[config.mk]
export PLATFORM = sky130hd
export DESIGN_NAME = ata_command_acceptance
export DESIGN_NICKNAME = d
export VERILOG_FILES = /design/src/design/cmd_accept_pkg.sv /design/src/design/ata_command_acceptance.sv /design/src/design/cmd_decode.sv /design/src/design/cycle_timer.sv
export SDC_FILE = /design/constraint.sdc
export NUM_CORES = 1
export LEC_CHECK = 0
export BUFFER_PORTS_ARGS = -buffer_cell sky130_fd_sc_hd__buf_2
export CAP_MARGIN = 20
export CORE_ASPECT_RATIO = 1.4
export CORE_UTILIZATION = 53
export DETAILED_ROUTE_END_ITERATION = 10
export HOLD_SLACK_MARGIN = 0.12
export PLACE_DENSITY_LB_ADDON = 0.25
export SYNTH_ARGS = -nofsm -noshare
export SYNTH_HDL_FRONTEND = slang
export SYNTH_SLANG_ARGS = --single-unit
[constraint.sdc]
create_clock -name CLK_I -period 2.7 [get_ports CLK_I]
set_input_delay 0.27 -clock CLK_I [delete_from_list [all_inputs] [get_ports CLK_I]]
set_output_delay 0.27 -clock CLK_I [all_outputs]
set_load 0.005 [all_outputs]
[src/design/cmd_accept_pkg.sv]
// package: command codes, classes, result codes and timing counts
package cmd_accept_pkg;
   // clock rate
   localparam int unsigned CLK_HZ          = 10_000_000;
   localparam int unsigned CLK_PERIOD_NS   = 100;
   // acceptance times as printed
   localparam int unsigned BUSY_SET_NS     = 400;
   localparam int unsigned BUSY_DROP_NS    = 400;
   localparam int unsigned C2_DRQ_US       = 700;
   localparam int unsigned C3_DRQ_MS       = 20;
   // busy times round down, never below one cycle
   localparam int unsigned BUSY_SET_CYC    = (BUSY_SET_NS / CLK_PERIOD_NS) < 1 ? 1 : BUSY_SET_NS / CLK_PERIOD_NS;
   localparam int unsigned BUSY_DROP_CYC   = (BUSY_DROP_NS / CLK_PERIOD_NS) < 1 ? 1 : BUSY_DROP_NS / CLK_PERIOD_NS;
   localparam int unsigned C2_DRQ_CYC      = C2_DRQ_US * (CLK_HZ / 1_000_000);
   localparam int unsigned C3_DRQ_CYC      = C3_DRQ_MS * (CLK_HZ / 1_000);
   // internal work times, plain defaults
   localparam int unsigned DIAG_CYC        = 16;
   localparam int unsigned ERASE_CYC       = 32;
   localparam int unsigned PREP_CYC        = 8;

   // command codes
   localparam logic [7:0] CMD_NOP          = 8'h00;
   localparam logic [7:0] CMD_PWR_CHK_A    = 8'h98;
   localparam logic [7:0] CMD_PWR_CHK_B    = 8'hE5;
   localparam logic [7:0] CMD_DIAG         = 8'h90;
   localparam logic [7:0] CMD_ERASE        = 8'hC0;
   localparam logic [7:0] CMD_IDENT        = 8'hEC;
   localparam logic [7:0] CMD_IDLE_A       = 8'hE3;
   localparam logic [7:0] CMD_IDLE_B       = 8'h97;
   localparam logic [7:0] CMD_IDLE_IMM_A   = 8'hE1;
   localparam logic [7:0] CMD_IDLE_IMM_B   = 8'h95;
   localparam logic [7:0] CMD_INIT_PARAM   = 8'h91;
   localparam logic [7:0] CMD_RD_BUF       = 8'hE4;
   localparam logic [7:0] CMD_RD_DMA       = 8'hC8;
   localparam logic [7:0] CMD_RD_MULT      = 8'hC4;
   localparam logic [7:0] CMD_RD_SEC_A     = 8'h20;
   localparam logic [7:0] CMD_RD_SEC_B     = 8'h21;
   localparam logic [7:0] CMD_RD_VFY_A     = 8'h40;
   localparam logic [7:0] CMD_RD_VFY_B     = 8'h41;
   localparam logic [3:0] CMD_RECAL_HI     = 4'h1;
   localparam logic [7:0] CMD_REQ_SENSE    = 8'h03;
   localparam logic [3:0] CMD_SEEK_HI      = 4'h7;
   localparam logic [7:0] CMD_SET_FEAT     = 8'hEF;
   localparam logic [7:0] CMD_SET_MULT     = 8'hC6;
   localparam logic [7:0] CMD_SLEEP_A      = 8'hE6;
   localparam logic [7:0] CMD_SLEEP_B      = 8'h99;
   localparam logic [7:0] CMD_STBY_A       = 8'hE2;
   localparam logic [7:0] CMD_STBY_B       = 8'h96;
   localparam logic [7:0] CMD_STBY_IMM_A   = 8'hE0;
   localparam logic [7:0] CMD_STBY_IMM_B   = 8'h94;
   localparam logic [7:0] CMD_XLATE        = 8'h87;
   localparam logic [7:0] CMD_WEAR         = 8'hF5;
   localparam logic [7:0] CMD_WR_BUF       = 8'hE8;
   localparam logic [7:0] CMD_WR_DMA       = 8'hCA;
   localparam logic [7:0] CMD_WR_MULT      = 8'hC5;
   localparam logic [7:0] CMD_WR_MULT_NE   = 8'hCD;
   localparam logic [7:0] CMD_WR_SEC_A     = 8'h30;
   localparam logic [7:0] CMD_WR_SEC_B     = 8'h31;
   localparam logic [7:0] CMD_WR_SEC_NE    = 8'h38;
   localparam logic [7:0] CMD_WR_VFY       = 8'h3C;

   // command classes
   typedef enum logic [1:0] {
      CLS_NONE = 2'h0,
      CLS_ONE  = 2'h1,
      CLS_TWO  = 2'h2,
      CLS_THREE = 2'h3
   } cmd_class_t;

   // results
   localparam logic [7:0] SC_STANDBY       = 8'h00;
   localparam logic [7:0] SC_IDLE          = 8'hFF;
   localparam logic [7:0] DIAG_OK          = 8'h01;
   localparam logic [7:0] DIAG_FMT_ERR     = 8'h02;
   localparam logic [7:0] DIAG_BUF_ERR     = 8'h03;
   localparam logic [7:0] DIAG_ECC_ERR     = 8'h04;
   localparam logic [7:0] DIAG_CPU_ERR     = 8'h05;
   localparam logic [7:0] DIAG_SLAVE_ERR   = 8'h80;
   localparam logic [7:0] ERR_ABORT        = 8'h04;
   localparam logic [7:0] ERR_RESET        = 8'h00;
   localparam logic [7:0] SC_RESET         = 8'h01;
   localparam int unsigned DH_DRIVE_BIT    = 4;
   localparam logic [8:0] SEC_FULL_COUNT   = 9'h100;
endpackage : cmd_accept_pkg

[src/design/ata_command_acceptance.sv]
// command acceptance and dispatch for the task-file interface
// Functional notes
// [RQ1] host writes commands only when not busy
// [RQ2] host loads parameters, then writes command last
// [RQ3] class one: busy within 400 ns
// [RQ4] class two: busy, data request within 700 us
// [RQ5] class three: data request within 20 ms
// [RQ6] legacy codes and 00h do nothing
// [RQ7] power query under two codes, drive only
// [RQ8] standby power query returns 00h count
// [RQ9] idle power query returns FFh count
// [RQ10] diagnostic code is class one, drive only
// [RQ11] card mode: diagnostic only on selected drive
// [RQ12] IDE mode: diagnostic ignores drive, combined status
// [RQ13] diagnostic result codes 01h to 03h
// [RQ14] result codes 04h, 05h, slave 8Xh
// [RQ15] erase is class one, full parameters
// [RQ16] erase moves no data, may fault
// [RQ17] host sets drive/head fixed bits for erase
// [RQ18] drive-only commands ignore head field
// [RQ19] standby and standby immediate decoded
// [RQ20] translate and wear level decoded class one
// [RQ21] write multiple variants are class three
// [RQ22] sector count zero means 256
// [RQ23] status read clears interrupt, alternate not
// [RQ24] unknown code ends in abort error
// [RQ25] command writes while busy are ignored
`timescale 1ns/1ps
module ata_command_acceptance #(
   parameter int unsigned C2_DRQ_CYCLES = cmd_accept_pkg::C2_DRQ_CYC,
   parameter int unsigned C3_DRQ_CYCLES = cmd_accept_pkg::C3_DRQ_CYC,
   parameter int unsigned PREP_CYCLES   = cmd_accept_pkg::PREP_CYC
) (
   input  wire logic       CLK_I,
   input  wire logic       RST_N_I,
   input  wire logic       CMD_WR_I,
   input  wire logic [7:0] CMD_CODE_I,
   input  wire logic [7:0] SEC_CNT_I,
   input  wire logic [7:0] DRV_HEAD_I,
   input  wire logic       CARD_ID_I,
   input  wire logic       IDE_MODE_I,
   input  wire logic       STANDBY_I,
   input  wire logic [7:0] SELF_TEST_I,
   input  wire logic       SLAVE_FAIL_I,
   input  wire logic [3:0] SLAVE_CODE_I,
   input  wire logic       ERASE_FAULT_I,
   input  wire logic       STATUS_RD_I,
   input  wire logic       ALT_STATUS_RD_I,
   output logic            CARD_BUSY_FLAG_O,
   output logic            DATA_REQUEST_FLAG_O,
   output logic            ERR_FLAG_O,
   output logic            WRITE_FAULT_O,
   output logic [7:0]      ERROR_REG_O,
   output logic [7:0]      SEC_CNT_O,
   output logic            SEC_CNT_WE_O,
   output logic [8:0]      XFER_SECTORS_O,
   output logic            BUF_PREP_O,
   output logic            ERASE_REQ_O,
   output logic            INTRQ_O
);
   ////////////////////////////////////////////////////////////////////////////
   typedef enum logic [5:0] {
      ST_IDLE  = 6'b000001,
      ST_EXEC  = 6'b000010,
      ST_DIAG  = 6'b000100,
      ST_ERASE = 6'b001000,
      ST_PREP  = 6'b010000,
      ST_DROP  = 6'b100000
   } state_t;

   state_t                      state_q;
   cmd_accept_pkg::cmd_class_t  cls;
   cmd_accept_pkg::cmd_class_t  cls_q;
   logic [7:0]                  code_q;
   logic                        for_me_q;
   logic                        timer_load;
   logic [19:0]                 timer_count;
   logic                        timer_done;
   logic                        accept;

   ////////////////////////////////////////////////////////////////////////////
   cmd_decode u_decode (
      .code_i (CMD_CODE_I),
      .cls_o  (cls)
   );

   cycle_timer #(.WIDTH(20)) u_timer (
      .clk_i   (CLK_I),
      .rst_n_i (RST_N_I),
      .load_i  (timer_load),
      .count_i (timer_count),
      .done_o  (timer_done)
   );

   // a write seen while busy is still decoded, but it is never accepted into the sequencer
   assign accept = CMD_WR_I && !CARD_BUSY_FLAG_O; // RQ25 RQ1

   function automatic logic drive_hit(input logic [7:0] dh, input logic id);
      drive_hit = (dh[cmd_accept_pkg::DH_DRIVE_BIT] == id); // RQ18
   endfunction : drive_hit

   ////////////////////////////////////////////////////////////////////////////
   // timer loads: data request deadline is met early, with margin to spare
   always_comb begin
      timer_load  = 1'b0;
      timer_count = '0;
      if (accept && state_q == ST_IDLE) begin
         if (CMD_CODE_I == cmd_accept_pkg::CMD_DIAG) begin
            timer_load  = 1'b1;
            timer_count = 20'(cmd_accept_pkg::DIAG_CYC);
         end else if (CMD_CODE_I == cmd_accept_pkg::CMD_ERASE) begin
            timer_load  = 1'b1;
            timer_count = 20'(cmd_accept_pkg::ERASE_CYC);
         end else if (cls == cmd_accept_pkg::CLS_TWO || cls == cmd_accept_pkg::CLS_THREE) begin
            timer_load  = 1'b1;
            timer_count = 20'(PREP_CYCLES); // RQ4 RQ5
         end
      end
   end

   ////////////////////////////////////////////////////////////////////////////
   // sequencer: busy comes up on the edge that takes the command
   always_ff @(posedge CLK_I) begin
      if (!RST_N_I) begin
         state_q  <= ST_IDLE;
         code_q   <= 8'h00;
         for_me_q <= 1'b0;
         cls_q    <= cmd_accept_pkg::CLS_NONE;
      end else begin
         unique case (state_q)
            ST_IDLE: begin
               if (accept) begin
                  code_q   <= CMD_CODE_I;
                  cls_q    <= cls;
                  for_me_q <= IDE_MODE_I || drive_hit(DRV_HEAD_I, CARD_ID_I); // RQ11 RQ12
                  if (CMD_CODE_I == cmd_accept_pkg::CMD_DIAG) begin
                     state_q <= ST_DIAG;
                  end else if (CMD_CODE_I == cmd_accept_pkg::CMD_ERASE) begin
                     state_q <= ST_ERASE;
                  end else if (cls == cmd_accept_pkg::CLS_TWO || cls == cmd_accept_pkg::CLS_THREE) begin
                     state_q <= ST_PREP;
                  end else begin
                     state_q <= ST_EXEC;
                  end
               end
            end
            ST_EXEC:  state_q <= ST_IDLE;
            ST_DIAG:  if (timer_done) state_q <= ST_IDLE;
            ST_ERASE: if (timer_done) state_q <= ST_IDLE;
            ST_PREP:  if (timer_done) state_q <= ST_DROP;
            ST_DROP:  state_q <= ST_IDLE;
            default:  state_q <= ST_IDLE;
         endcase
      end
   end

   ////////////////////////////////////////////////////////////////////////////
   // busy and data request
   always_ff @(posedge CLK_I) begin
      if (!RST_N_I) begin
         CARD_BUSY_FLAG_O    <= 1'b0;
         DATA_REQUEST_FLAG_O <= 1'b0;
         BUF_PREP_O          <= 1'b0;
      end else begin
         if (accept) begin
            CARD_BUSY_FLAG_O    <= 1'b1; // RQ3
            DATA_REQUEST_FLAG_O <= 1'b0;
            BUF_PREP_O          <= (cls == cmd_accept_pkg::CLS_TWO || cls == cmd_accept_pkg::CLS_THREE);
         end else if (state_q == ST_PREP && timer_done) begin
            DATA_REQUEST_FLAG_O <= 1'b1; // RQ4 RQ5
            BUF_PREP_O          <= 1'b0;
         end else if (state_q == ST_DROP) begin
            CARD_BUSY_FLAG_O <= 1'b0; // RQ4 RQ5
         end else if (state_q == ST_EXEC || ((state_q == ST_DIAG || state_q == ST_ERASE) && timer_done)) begin
            CARD_BUSY_FLAG_O <= 1'b0;
         end
      end
   end

   ////////////////////////////////////////////////////////////////////////////
   // results: error register, status error, write fault, sector count
   always_ff @(posedge CLK_I) begin
      if (!RST_N_I) begin
         ERROR_REG_O    <= cmd_accept_pkg::ERR_RESET;
         ERR_FLAG_O     <= 1'b0;
         WRITE_FAULT_O  <= 1'b0;
         SEC_CNT_O      <= cmd_accept_pkg::SC_RESET;
         SEC_CNT_WE_O   <= 1'b0;
         XFER_SECTORS_O <= 9'h000;
         ERASE_REQ_O    <= 1'b0;
      end else begin
         SEC_CNT_WE_O <= 1'b0;
         ERASE_REQ_O  <= 1'b0;
         if (accept) begin
            ERR_FLAG_O     <= 1'b0;
            WRITE_FAULT_O  <= 1'b0;
            // a zero count asks for a full 256 sectors
            XFER_SECTORS_O <= (SEC_CNT_I == 8'h00) ? cmd_accept_pkg::SEC_FULL_COUNT : {1'b0, SEC_CNT_I}; // RQ22
            ERASE_REQ_O    <= (CMD_CODE_I == cmd_accept_pkg::CMD_ERASE); // RQ16
         end
         if (state_q == ST_EXEC) begin
            if (code_q == cmd_accept_pkg::CMD_PWR_CHK_A || code_q == cmd_accept_pkg::CMD_PWR_CHK_B) begin
               SEC_CNT_O    <= STANDBY_I ? cmd_accept_pkg::SC_STANDBY : cmd_accept_pkg::SC_IDLE; // RQ8 RQ9
               SEC_CNT_WE_O <= 1'b1;
            end else if (cls_q_none(code_q)) begin
               ERR_FLAG_O  <= 1'b1; // RQ24
               ERROR_REG_O <= cmd_accept_pkg::ERR_ABORT;
            end
         end
         if (state_q == ST_DIAG && timer_done && for_me_q) begin
            // master folds a failing slave into its own report
            if (IDE_MODE_I && SLAVE_FAIL_I) begin
               ERROR_REG_O <= cmd_accept_pkg::DIAG_SLAVE_ERR | {4'h0, SLAVE_CODE_I}; // RQ14 RQ12
            end else begin
               ERROR_REG_O <= SELF_TEST_I; // RQ13 RQ14
            end
         end
         if (state_q == ST_ERASE && timer_done) begin
            WRITE_FAULT_O <= ERASE_FAULT_I; // RQ16
            ERR_FLAG_O    <= ERASE_FAULT_I;
         end
      end
   end

   function automatic logic cls_q_none(input logic [7:0] c);
      cmd_accept_pkg::cmd_class_t k;
      k = cmd_accept_pkg::CLS_NONE;
      if (c[7:4] == cmd_accept_pkg::CMD_RECAL_HI || c[7:4] == cmd_accept_pkg::CMD_SEEK_HI) begin
         k = cmd_accept_pkg::CLS_ONE;
      end
      cls_q_none = (k == cmd_accept_pkg::CLS_NONE) && !known_code(c);
   endfunction : cls_q_none

   // legacy and unmodelled codes fall through as no-ops
   function automatic logic known_code(input logic [7:0] c);
      known_code = 1'b0;
      unique case (c)
         cmd_accept_pkg::CMD_NOP, cmd_accept_pkg::CMD_PWR_CHK_A, cmd_accept_pkg::CMD_PWR_CHK_B,
         cmd_accept_pkg::CMD_IDENT, cmd_accept_pkg::CMD_IDLE_A, cmd_accept_pkg::CMD_IDLE_B,
         cmd_accept_pkg::CMD_IDLE_IMM_A, cmd_accept_pkg::CMD_IDLE_IMM_B, cmd_accept_pkg::CMD_INIT_PARAM,
         cmd_accept_pkg::CMD_RD_BUF, cmd_accept_pkg::CMD_RD_DMA, cmd_accept_pkg::CMD_RD_MULT,
         cmd_accept_pkg::CMD_RD_SEC_A, cmd_accept_pkg::CMD_RD_SEC_B, cmd_accept_pkg::CMD_RD_VFY_A,
         cmd_accept_pkg::CMD_RD_VFY_B, cmd_accept_pkg::CMD_REQ_SENSE, cmd_accept_pkg::CMD_SET_FEAT,
         cmd_accept_pkg::CMD_SET_MULT, cmd_accept_pkg::CMD_SLEEP_A, cmd_accept_pkg::CMD_SLEEP_B,
         cmd_accept_pkg::CMD_STBY_A, cmd_accept_pkg::CMD_STBY_B, cmd_accept_pkg::CMD_STBY_IMM_A,
         cmd_accept_pkg::CMD_STBY_IMM_B, cmd_accept_pkg::CMD_XLATE, cmd_accept_pkg::CMD_WEAR:
            known_code = 1'b1; // RQ6 RQ19 RQ20
         default: ;
      endcase
   endfunction : known_code

   ////////////////////////////////////////////////////////////////////////////
   // interrupt: raised at completion, only a primary status read clears it
   always_ff @(posedge CLK_I) begin
      if (!RST_N_I) begin
         INTRQ_O <= 1'b0;
      end else if ((state_q == ST_EXEC) || (state_q == ST_DIAG && timer_done)
                   || (state_q == ST_ERASE && timer_done)) begin
         INTRQ_O <= 1'b1; // RQ8 RQ9
      end else if (STATUS_RD_I) begin
         INTRQ_O <= 1'b0; // RQ23
      end
   end

   ////////////////////////////////////////////////////////////////////////////
   // checks
   int unsigned drq_wait_q;
   int unsigned drq_limit;

   // class three may wait on sector reassignment, so it gets the longer limit
   assign drq_limit = (cls_q == cmd_accept_pkg::CLS_THREE) ? C3_DRQ_CYCLES : C2_DRQ_CYCLES;
   always_ff @(posedge CLK_I) begin
      if (!RST_N_I || state_q != ST_PREP) begin
         drq_wait_q <= 0;
      end else begin
         drq_wait_q <= drq_wait_q + 1;
      end
   end
endmodule : ata_command_acceptance

[src/design/cmd_decode.sv]
// command code classifier
`timescale 1ns/1ps
module cmd_decode (
   input  wire logic [7:0]                code_i,
   output cmd_accept_pkg::cmd_class_t     cls_o
);
   function automatic cmd_accept_pkg::cmd_class_t classify(input logic [7:0] c);
      classify = cmd_accept_pkg::CLS_NONE;
      if (c[7:4] == cmd_accept_pkg::CMD_RECAL_HI || c[7:4] == cmd_accept_pkg::CMD_SEEK_HI) begin
         classify = cmd_accept_pkg::CLS_ONE;
      end
      unique case (c)
         cmd_accept_pkg::CMD_NOP, // RQ6
         cmd_accept_pkg::CMD_PWR_CHK_A, cmd_accept_pkg::CMD_PWR_CHK_B, // RQ7
         cmd_accept_pkg::CMD_DIAG, // RQ10
         cmd_accept_pkg::CMD_ERASE, // RQ15
         cmd_accept_pkg::CMD_IDENT, cmd_accept_pkg::CMD_IDLE_A, cmd_accept_pkg::CMD_IDLE_B,
         cmd_accept_pkg::CMD_IDLE_IMM_A, cmd_accept_pkg::CMD_IDLE_IMM_B, cmd_accept_pkg::CMD_INIT_PARAM,
         cmd_accept_pkg::CMD_RD_BUF, cmd_accept_pkg::CMD_RD_DMA, cmd_accept_pkg::CMD_RD_MULT,
         cmd_accept_pkg::CMD_RD_SEC_A, cmd_accept_pkg::CMD_RD_SEC_B, cmd_accept_pkg::CMD_RD_VFY_A,
         cmd_accept_pkg::CMD_RD_VFY_B, cmd_accept_pkg::CMD_REQ_SENSE, cmd_accept_pkg::CMD_SET_FEAT,
         cmd_accept_pkg::CMD_SET_MULT, cmd_accept_pkg::CMD_SLEEP_A, cmd_accept_pkg::CMD_SLEEP_B,
         cmd_accept_pkg::CMD_STBY_A, cmd_accept_pkg::CMD_STBY_B, // RQ19
         cmd_accept_pkg::CMD_STBY_IMM_A, cmd_accept_pkg::CMD_STBY_IMM_B, // RQ19
         cmd_accept_pkg::CMD_XLATE, cmd_accept_pkg::CMD_WEAR: // RQ20
            classify = cmd_accept_pkg::CLS_ONE;
         cmd_accept_pkg::CMD_WR_BUF, cmd_accept_pkg::CMD_WR_DMA, cmd_accept_pkg::CMD_WR_SEC_A,
         cmd_accept_pkg::CMD_WR_SEC_B, cmd_accept_pkg::CMD_WR_SEC_NE:
            classify = cmd_accept_pkg::CLS_TWO;
         cmd_accept_pkg::CMD_WR_MULT, cmd_accept_pkg::CMD_WR_MULT_NE, // RQ21
         cmd_accept_pkg::CMD_WR_VFY:
            classify = cmd_accept_pkg::CLS_THREE;
         default: ;
      endcase
   endfunction : classify

   assign cls_o = classify(code_i);
endmodule : cmd_decode

[src/design/cycle_timer.sv]
// loadable down counter with done pulse
`timescale 1ns/1ps
module cycle_timer #(
   parameter int unsigned WIDTH = 20
) (
   input  wire logic             clk_i,
   input  wire logic             rst_n_i,
   input  wire logic             load_i,
   input  wire logic [WIDTH-1:0] count_i,
   output logic                  done_o
);
   logic [WIDTH-1:0] cnt_q;
   logic             run_q;

   always_ff @(posedge clk_i) begin
      if (!rst_n_i) begin
         cnt_q  <= '0;
         run_q  <= 1'b0;
         done_o <= 1'b0;
      end else begin
         done_o <= 1'b0;
         if (load_i) begin
            cnt_q <= count_i;
            run_q <= 1'b1;
         end else if (run_q) begin
            if (cnt_q <= 1) begin
               run_q  <= 1'b0;
               done_o <= 1'b1;
            end else begin
               cnt_q <= cnt_q - 1'b1;
            end
         end
      end
   end
endmodule : cycle_timer

==> results of run 1 <==
-- Yosys cell counts (8+ instances only) --
cell	number
mux2i_1	11
nor3_1	16
xnor2_1	16
o21ai_0	8
a21oi_1	29
inv_1	8
nor2_1	49
dfxtp_1	64
clkbuf_1	20
nor4_1	14
nand3_1	17
nand2_1	43
-- metal layers --
metal	global-route usage	wire length (um)
met5	0	0
met4	0.111	140
met1	0.266	3030
met3	0.0570	227
met2	0.400	3520
-- worst paths after layout --
path	from	endpoint	slack (ns)	cells after the start
setup / recovery	u_timer.cnt_q[15]	u_timer.cnt_q[5]	0.30	6
hold / removal	SELF_TEST_I[4]	ERROR_REG_O[4]	0.13	2
setup reg to reg	u_timer.cnt_q[15]	u_timer.cnt_q[5]	0.30	6
hold reg to reg	XFER_SECTORS_O[7]	XFER_SECTORS_O[7]	0.45	2
-- timing repair --
action | 4_1_cts | 5_1_grt
hold buffers | 2 | 0
hold endpoints to repair | 2 | 0
buffers inserted | 0 | 0
-- cell type report --
type                       instances  share of cell area
clock inverter                     6              0.0116
inverter                           8             0.00793
tap                               70              0.0231
timing repair buffer              81               0.116
clock buffer                      10              0.0363
multi-input combinational        291               0.467
sequential                        64               0.338
-- where the power goes --
part,leakage [nW],total (W),switching [W],internal [W]
clock network,0.0926,0.000744,0.000383,0.000360
registers,0.519,0.00100,0.0000319,0.000968
logic,0.980,0.000206,0.000110,0.0000968
total,1.59,0.00195,0.000525,0.00143
-- sequential cells by signal, indices dropped and copies added (netlist names) --
name,count
BUF_PREP_O,1
CARD_BUSY_FLAG_O,1
DATA_REQUEST_FLAG_O,1
ERASE_REQ_O,1
ERROR_REG_O,8
ERR_FLAG_O,1
INTRQ_O,1
SEC_CNT_O,2
SEC_CNT_WE_O,1
WRITE_FAULT_O,1
XFER_SECTORS_O,9
code_q,8
for_me_q,1
state_q,6
u_timer.cnt_q,20
u_timer.done_o,1
u_timer.run_q,1
-- worst reg2reg max path, cell delays in order (launching register included) --
cell and delay (ns):
dfxtp_1 0.35, or4_4 0.55, or4_4 0.57, o31a_4 0.40, a21oi_4 0.14, a21oi_2 0.04, o221a_1 0.23
-- through the flow --
step	worst slack (ns)	util	cell area [um^2]	cells
after detailed placement	0.314	0.612	3590	512
final	0.297	0.646	3790	530
after global placement	0.343	0.612	3590	512
after floorplan	0.401	-	3220	392
after global routing	0.228	0.646	3790	530
after CTS	0.292	0.646	3790	530
-- kinds of logic (layout without fill, tap and decap cells) --
group,Yosys count,in the layout,synth area share
xor gates and xnor gates,21,21,0.0572
buffers and inverters,37,105,0.0514
AOI/OAI and AO/OA,66,66,0.138
muxes,12,12,0.0377
adders and majority gates,2,2,0.00778
and+or+nand+nor,190,190,0.309
DFF,64,64,0.398
==> flow_metrics.env, run 1 <==
export IMPL_final_cell_mix="buf_2 (70), dfxtp_1 (64), nor2_1 (49)"
export IMPL_clkLatencyLatePin_ns=0.35
export IMPL_min_path_type="input port to register"
export IMPL_chipWidth_um=67.8
export IMPL_routed_wl_um=6910
export IMPL_ys_ff_latch=64
export IMPL_viasPerCell=5.53
export IMPL_cts_resized=0
export IMPL_synth_top_area_frac=0.398
export IMPL_root_buffer="clkbuf_8"
export IMPL_die_height_um=94.2
export IMPL_grt_usage=0.235
export IMPL_multi_input_area_um2=1770
export IMPL_synthCells=392
export IMPL_yosys_warnings=0
export IMPL_cap_violations=0
export IMPL_core_area_um2=5860
export IMPL_layout_commonest_cell="buf_2"
export IMPL_setup_viol=0
export IMPL_detail_route_wl_per_cell_um=13.0
export IMPL_finalHoldViolCount=0
export IMPL_synth_fp_nets=440
export IMPL_vias=2933
export IMPL_fill_cells=540
export IMPL_crit_path_start_kind="register"
export IMPL_cp_max_fo=7
export IMPL_ant_nets=0
export IMPL_drc=0
export IMPL_insertedDiodeCount=0
export IMPL_htree_levels=3
export IMPL_synth_seq_area_share=0.398
export IMPL_finalCritPeriodShare=0.890
export IMPL_yosysTopAreaCell="dfxtp_1"
export IMPL_synthFlopType="dfxtp_1"
export IMPL_crit_type="register to register"
export IMPL_grt_pass1_wl_um=11400
export IMPL_cp_slowest_cell="or4_4"
export IMPL_critPathCaptureType="register"
export IMPL_slowest_delay_ns=0.57
export IMPL_power_density_nw_per_um2=515
export IMPL_ios=79
export IMPL_crit_required_ns=2.94
export IMPL_nets=503
export IMPL_port_buffers=70
export IMPL_grt_max_degree=19
export IMPL_dpl_hpwl_um=5060
export IMPL_tightest_slew_ns=0.576
export IMPL_cts_buffers=9
export IMPL_syn_area_um2=3220
export IMPL_synthArstFlopShare=0
export IMPL_grt_overflow=0
export IMPL_fmaxAchievable_mhz=416
export IMPL_path_buf_inv=0
export IMPL_drt_pass1_iterations=4
export IMPL_power_total_w=0.00195
export IMPL_area_growth_pct=17.8
export IMPL_status="completed"
export IMPL_avgSynthCellArea_um2=8.20
export IMPL_tns_ns=0
export IMPL_routabilityCongestion=0.775
export IMPL_antenna_found_initial=0
export IMPL_final_max_slew_viol_count=0
export IMPL_vdd_drop_max_mv=0.286
export IMPL_cts_path_max_buffers=2
export IMPL_rows=33
export IMPL_finClkSkew_ns=0.00757
export IMPL_yosys_top_cells_area="dfxtp_1 (40%), nor2_1 (5.7%), nand2_1 (5.0%), a21oi_1 (4.5%), xnor2_1 (4.4%)"
export IMPL_leakage_nw=1.59
export IMPL_cts_tree="done"
export IMPL_rsz0062_at_grt="false"
export IMPL_worst_path_dominant_cell_family="simple AND/OR/NAND/NOR gates"
export IMPL_initial_utilization=0.548
export IMPL_fin_crit_ns=2.40
export IMPL_seq_area_um2=1280
export IMPL_synth_edf_count=0
export IMPL_grt_pass1_vias=2645
export IMPL_slew_headroom=0.612
export IMPL_clkTransAtPathRegs_ns=0.07
export IMPL_critical_path_arrival_ns=2.64
export IMPL_drive_above_1_share=0.237
export IMPL_holdWs_ns=0.132
export IMPL_drtIter0Drc=126
export IMPL_die_area_um2=6390
export IMPL_clock_sinks=64
export IMPL_cp_cell_sequence="or4_4 -> or4_4 -> o31a_4 -> a21oi_4 -> a21oi_2 -> o221a_1"
export IMPL_path_common_cell="or4_4"
export IMPL_synth_cell_types=58
Note: power is estimated with default switching activity, not from simulation.
==> run 2, diff against run 1 <==
- ABC_AREA: unset -> 1
- CORE_UTILIZATION: 53 -> 55
==> run 2 against run 1 <==
Net effect:
- maximum frequency increased by 13%
- register-to-register slack improved by 0.28 ns
- sequential power about the same
- clock power increased by 15%
- first-iteration DRC count increased by 45%
- via count increased by 22%
- final area increased by 7.9%
- combinational power increased by 68%
- power increased by 15%
- global-route usage increased by 2.0 points
- critical path type unchanged
- setup slack improved by 0.28 ns
- die area increased by 7.3%
==> flow_metrics.env, run 2 <==
export IMPL_final_max_slew_viol_count=0
export IMPL_dpl_hpwl_um=5980
export IMPL_critical_path_arrival_ns=2.38
export IMPL_min_path_cells=3
export IMPL_synth_edf_count=0
export IMPL_final_cell_mix="nand2_1 (128), nor2_1 (79), buf_2 (70)"
export IMPL_tightest_slew_ns=0.696
export IMPL_avgSynthCellArea_um2=6.67
export IMPL_gr_usage_met2=0.492
export IMPL_drtIter0Drc=183
export IMPL_fin_crit_ns=2.13
export IMPL_cts_path_max_buffers=2
export IMPL_finalCritPeriodShare=0.787
export IMPL_r2r_slack_ns=0.57
export IMPL_syn_area_um2=3590
export IMPL_die_area_um2=6850
export IMPL_finClkSkew_ns=0.0143
export IMPL_antenna_found_initial=0
export IMPL_chipWidth_um=70.2
export IMPL_yosysMostFrequentCell="nand2_1"
export IMPL_grt_pass1_vias=3417
export IMPL_routabilityCongestion=0.882
export IMPL_grtUsageMet1=0.253
export IMPL_tns_ns=0
export IMPL_fmaxAchievable_mhz=471
export IMPL_crit_path_start_kind="register"
export IMPL_min_to="ERROR_REG_O[4]"
export IMPL_r2r_end="u_timer.cnt_q[5]"
export IMPL_grt_busiest_layer="met2"
export IMPL_crit_path_start="u_timer.cnt_q[0]"
export IMPL_synth_cell_types=34
export IMPL_drc=0
export IMPL_ys_ff_latch=64
export IMPL_synth_top_area_frac=0.357
export IMPL_top_register="u_timer.cnt_q"
export IMPL_rows=34
export IMPL_r2r_start="u_timer.cnt_q[0]"
export IMPL_initial_utilization=0.573
export IMPL_grt_overflow=0
export IMPL_drive_above_1_share=0.197
export IMPL_post_cts_setup_buffers=0
export IMPL_cp_max_fo=21
export IMPL_clock_sinks=64
export IMPL_nets=648
export IMPL_met3_usage=0.0301
export IMPL_reg_top3="u_timer.cnt_q (20), XFER_SECTORS_O (9)"
export IMPL_ios=79
export IMPL_clkTransAtPathRegs_ns=0.07
export IMPL_synthCells=538
export IMPL_drt_pass1_iterations=4
export IMPL_fin_cells=677
export IMPL_hold_buffers=0
export IMPL_clkLatencyLatePin_ns=0.36
export IMPL_area_growth_pct=14.0
export IMPL_place_inst=661
export IMPL_yosysTopAreaCell="dfxtp_1"
export IMPL_synth_fp_nets=586
export IMPL_detail_route_wl_per_cell_um=12.3
export IMPL_cts_tree="done"
export IMPL_root_buffer="clkbuf_8"
export IMPL_die_height_um=97.5
export IMPL_routed_wl_um=8350
export IMPL_synth_seq_area_share=0.357
export IMPL_r2r_cells=10
export IMPL_synthFlopType="dfxtp_1"
export IMPL_leakage_nw=2.07
export IMPL_critPathCaptureType="register"
export IMPL_yosys_top_cells_count="nand2_1 (128), nor2_1 (79), dfxtp_1 (64), inv_1 (48), nand3_1 (46)"
export IMPL_power_density_nw_per_um2=547
export IMPL_htree_levels=3
export IMPL_rsz0062_at_grt="false"
export IMPL_crit_required_ns=2.95
export IMPL_grt_usage=0.255
export IMPL_setup_viol=0
export IMPL_yosys_warnings=0
export IMPL_min_path_type="input port to register"
export IMPL_insertedDiodeCount=0
export IMPL_yosys_top_cells_area="dfxtp_1 (36%), nand2_1 (13%), nor2_1 (8.3%), nand3_1 (6.4%), a21oi_1 (6.0%)"
export IMPL_ant_nets=0
export IMPL_slew_headroom=0.534
export IMPL_layout_commonest_cell="nand2_1"
export IMPL_min_from="SELF_TEST_I[4]"
export IMPL_synthArstFlopShare=0
export IMPL_core_area_um2=6250
export IMPL_cap_violations=0
export IMPL_viasPerCell=5.30
export IMPL_vdd_drop_max_mv=0.315
export IMPL_grt_max_degree=38
export IMPL_port_buffers=70
export IMPL_vias=3585
export IMPL_crit_type="register to register"
export IMPL_status="completed"
export IMPL_largest_register_ffs=20
export IMPL_cts_buffers=9
export IMPL_cts_resized=0
export IMPL_finalHoldViolCount=0
export IMPL_grt_pass1_wl_um=14200
## run 2: worst max path at each step
stage | slack [ns] | endpoint
after floorplan | 1.16 | u_timer.cnt_q[16]
after global placement | 0.68 | u_timer.cnt_q[5]
after detailed placement | 0.61 | u_timer.cnt_q[5]
after CTS | 0.60 | u_timer.cnt_q[5]
after global routing | 0.35 | u_timer.cnt_q[5]
final | 0.57 | u_timer.cnt_q[5]
## run 2: metrics by stage
step	setup slack [ns]	hold slack (ns)	power [W]	utilization	instance area, um^2
CTS	0.601	0.163	0.00224	0.653	4090
global route	0.351	0.184	0.00233	0.653	4090
finish	0.575	0.164	0.00224	0.653	4090
global placement	0.682	0.435	0.00139	0.621	3880
detailed placement	0.612	0.443	0.00140	0.621	3880
floorplan	1.16	0.408	0.00130	-	3590
## run 2: final cells by class
class	count	area, um^2
fillers	598	2170
multi-input cells	397	1940
flip-flops and latches	64	1280
repair buffers	72	365
inverters	56	210
clock buffers	10	138
well taps	72	90.1
clock inverters	6	66.3
## run 2: kinds of logic after synthesis
kind of cell / after synthesis / synth area share
compound gates: 76 / 0.113
fa+ha+maj: 2 / 0.00698
buf+inv: 77 / 0.103
xor+xnor: 15 / 0.0366
simple gates: 304 / 0.383
flops: 64 / 0.357
## run 2: worst max-delay path: stages, from the launching register on
cell,delay [ns]
dfxtp_1,0.36
inv_1,0.11
ha_1,0.26
o21ai_0,0.19
nor3_1,0.06
nand2_1,0.09
nand2_2,0.26
inv_2,0.37
nand2_1,0.12
a21oi_2,0.14
nor2_1,0.05
## run 2: power breakdown
part           switching, W  leakage (nW)  internal (W)  total (W)
clock network      0.000404        0.0949      0.000452   0.000857
registers         0.0000442         0.519      0.000988    0.00103
logic              0.000222          1.46      0.000124   0.000347
## run 2: layer usage
| layer | routed length (um) | vias up | part of all wire |
|---|---|---|---|
| met5 | 0 | - | 0 |
| met4 | 218 | 0 | 0.026 |
| met3 | 194 | 19 | 0.023 |
| met2 | 4510 | 63 | 0.54 |
| met1 | 3420 | 1649 | 0.41 |
| li1 | - | 1854 | - |
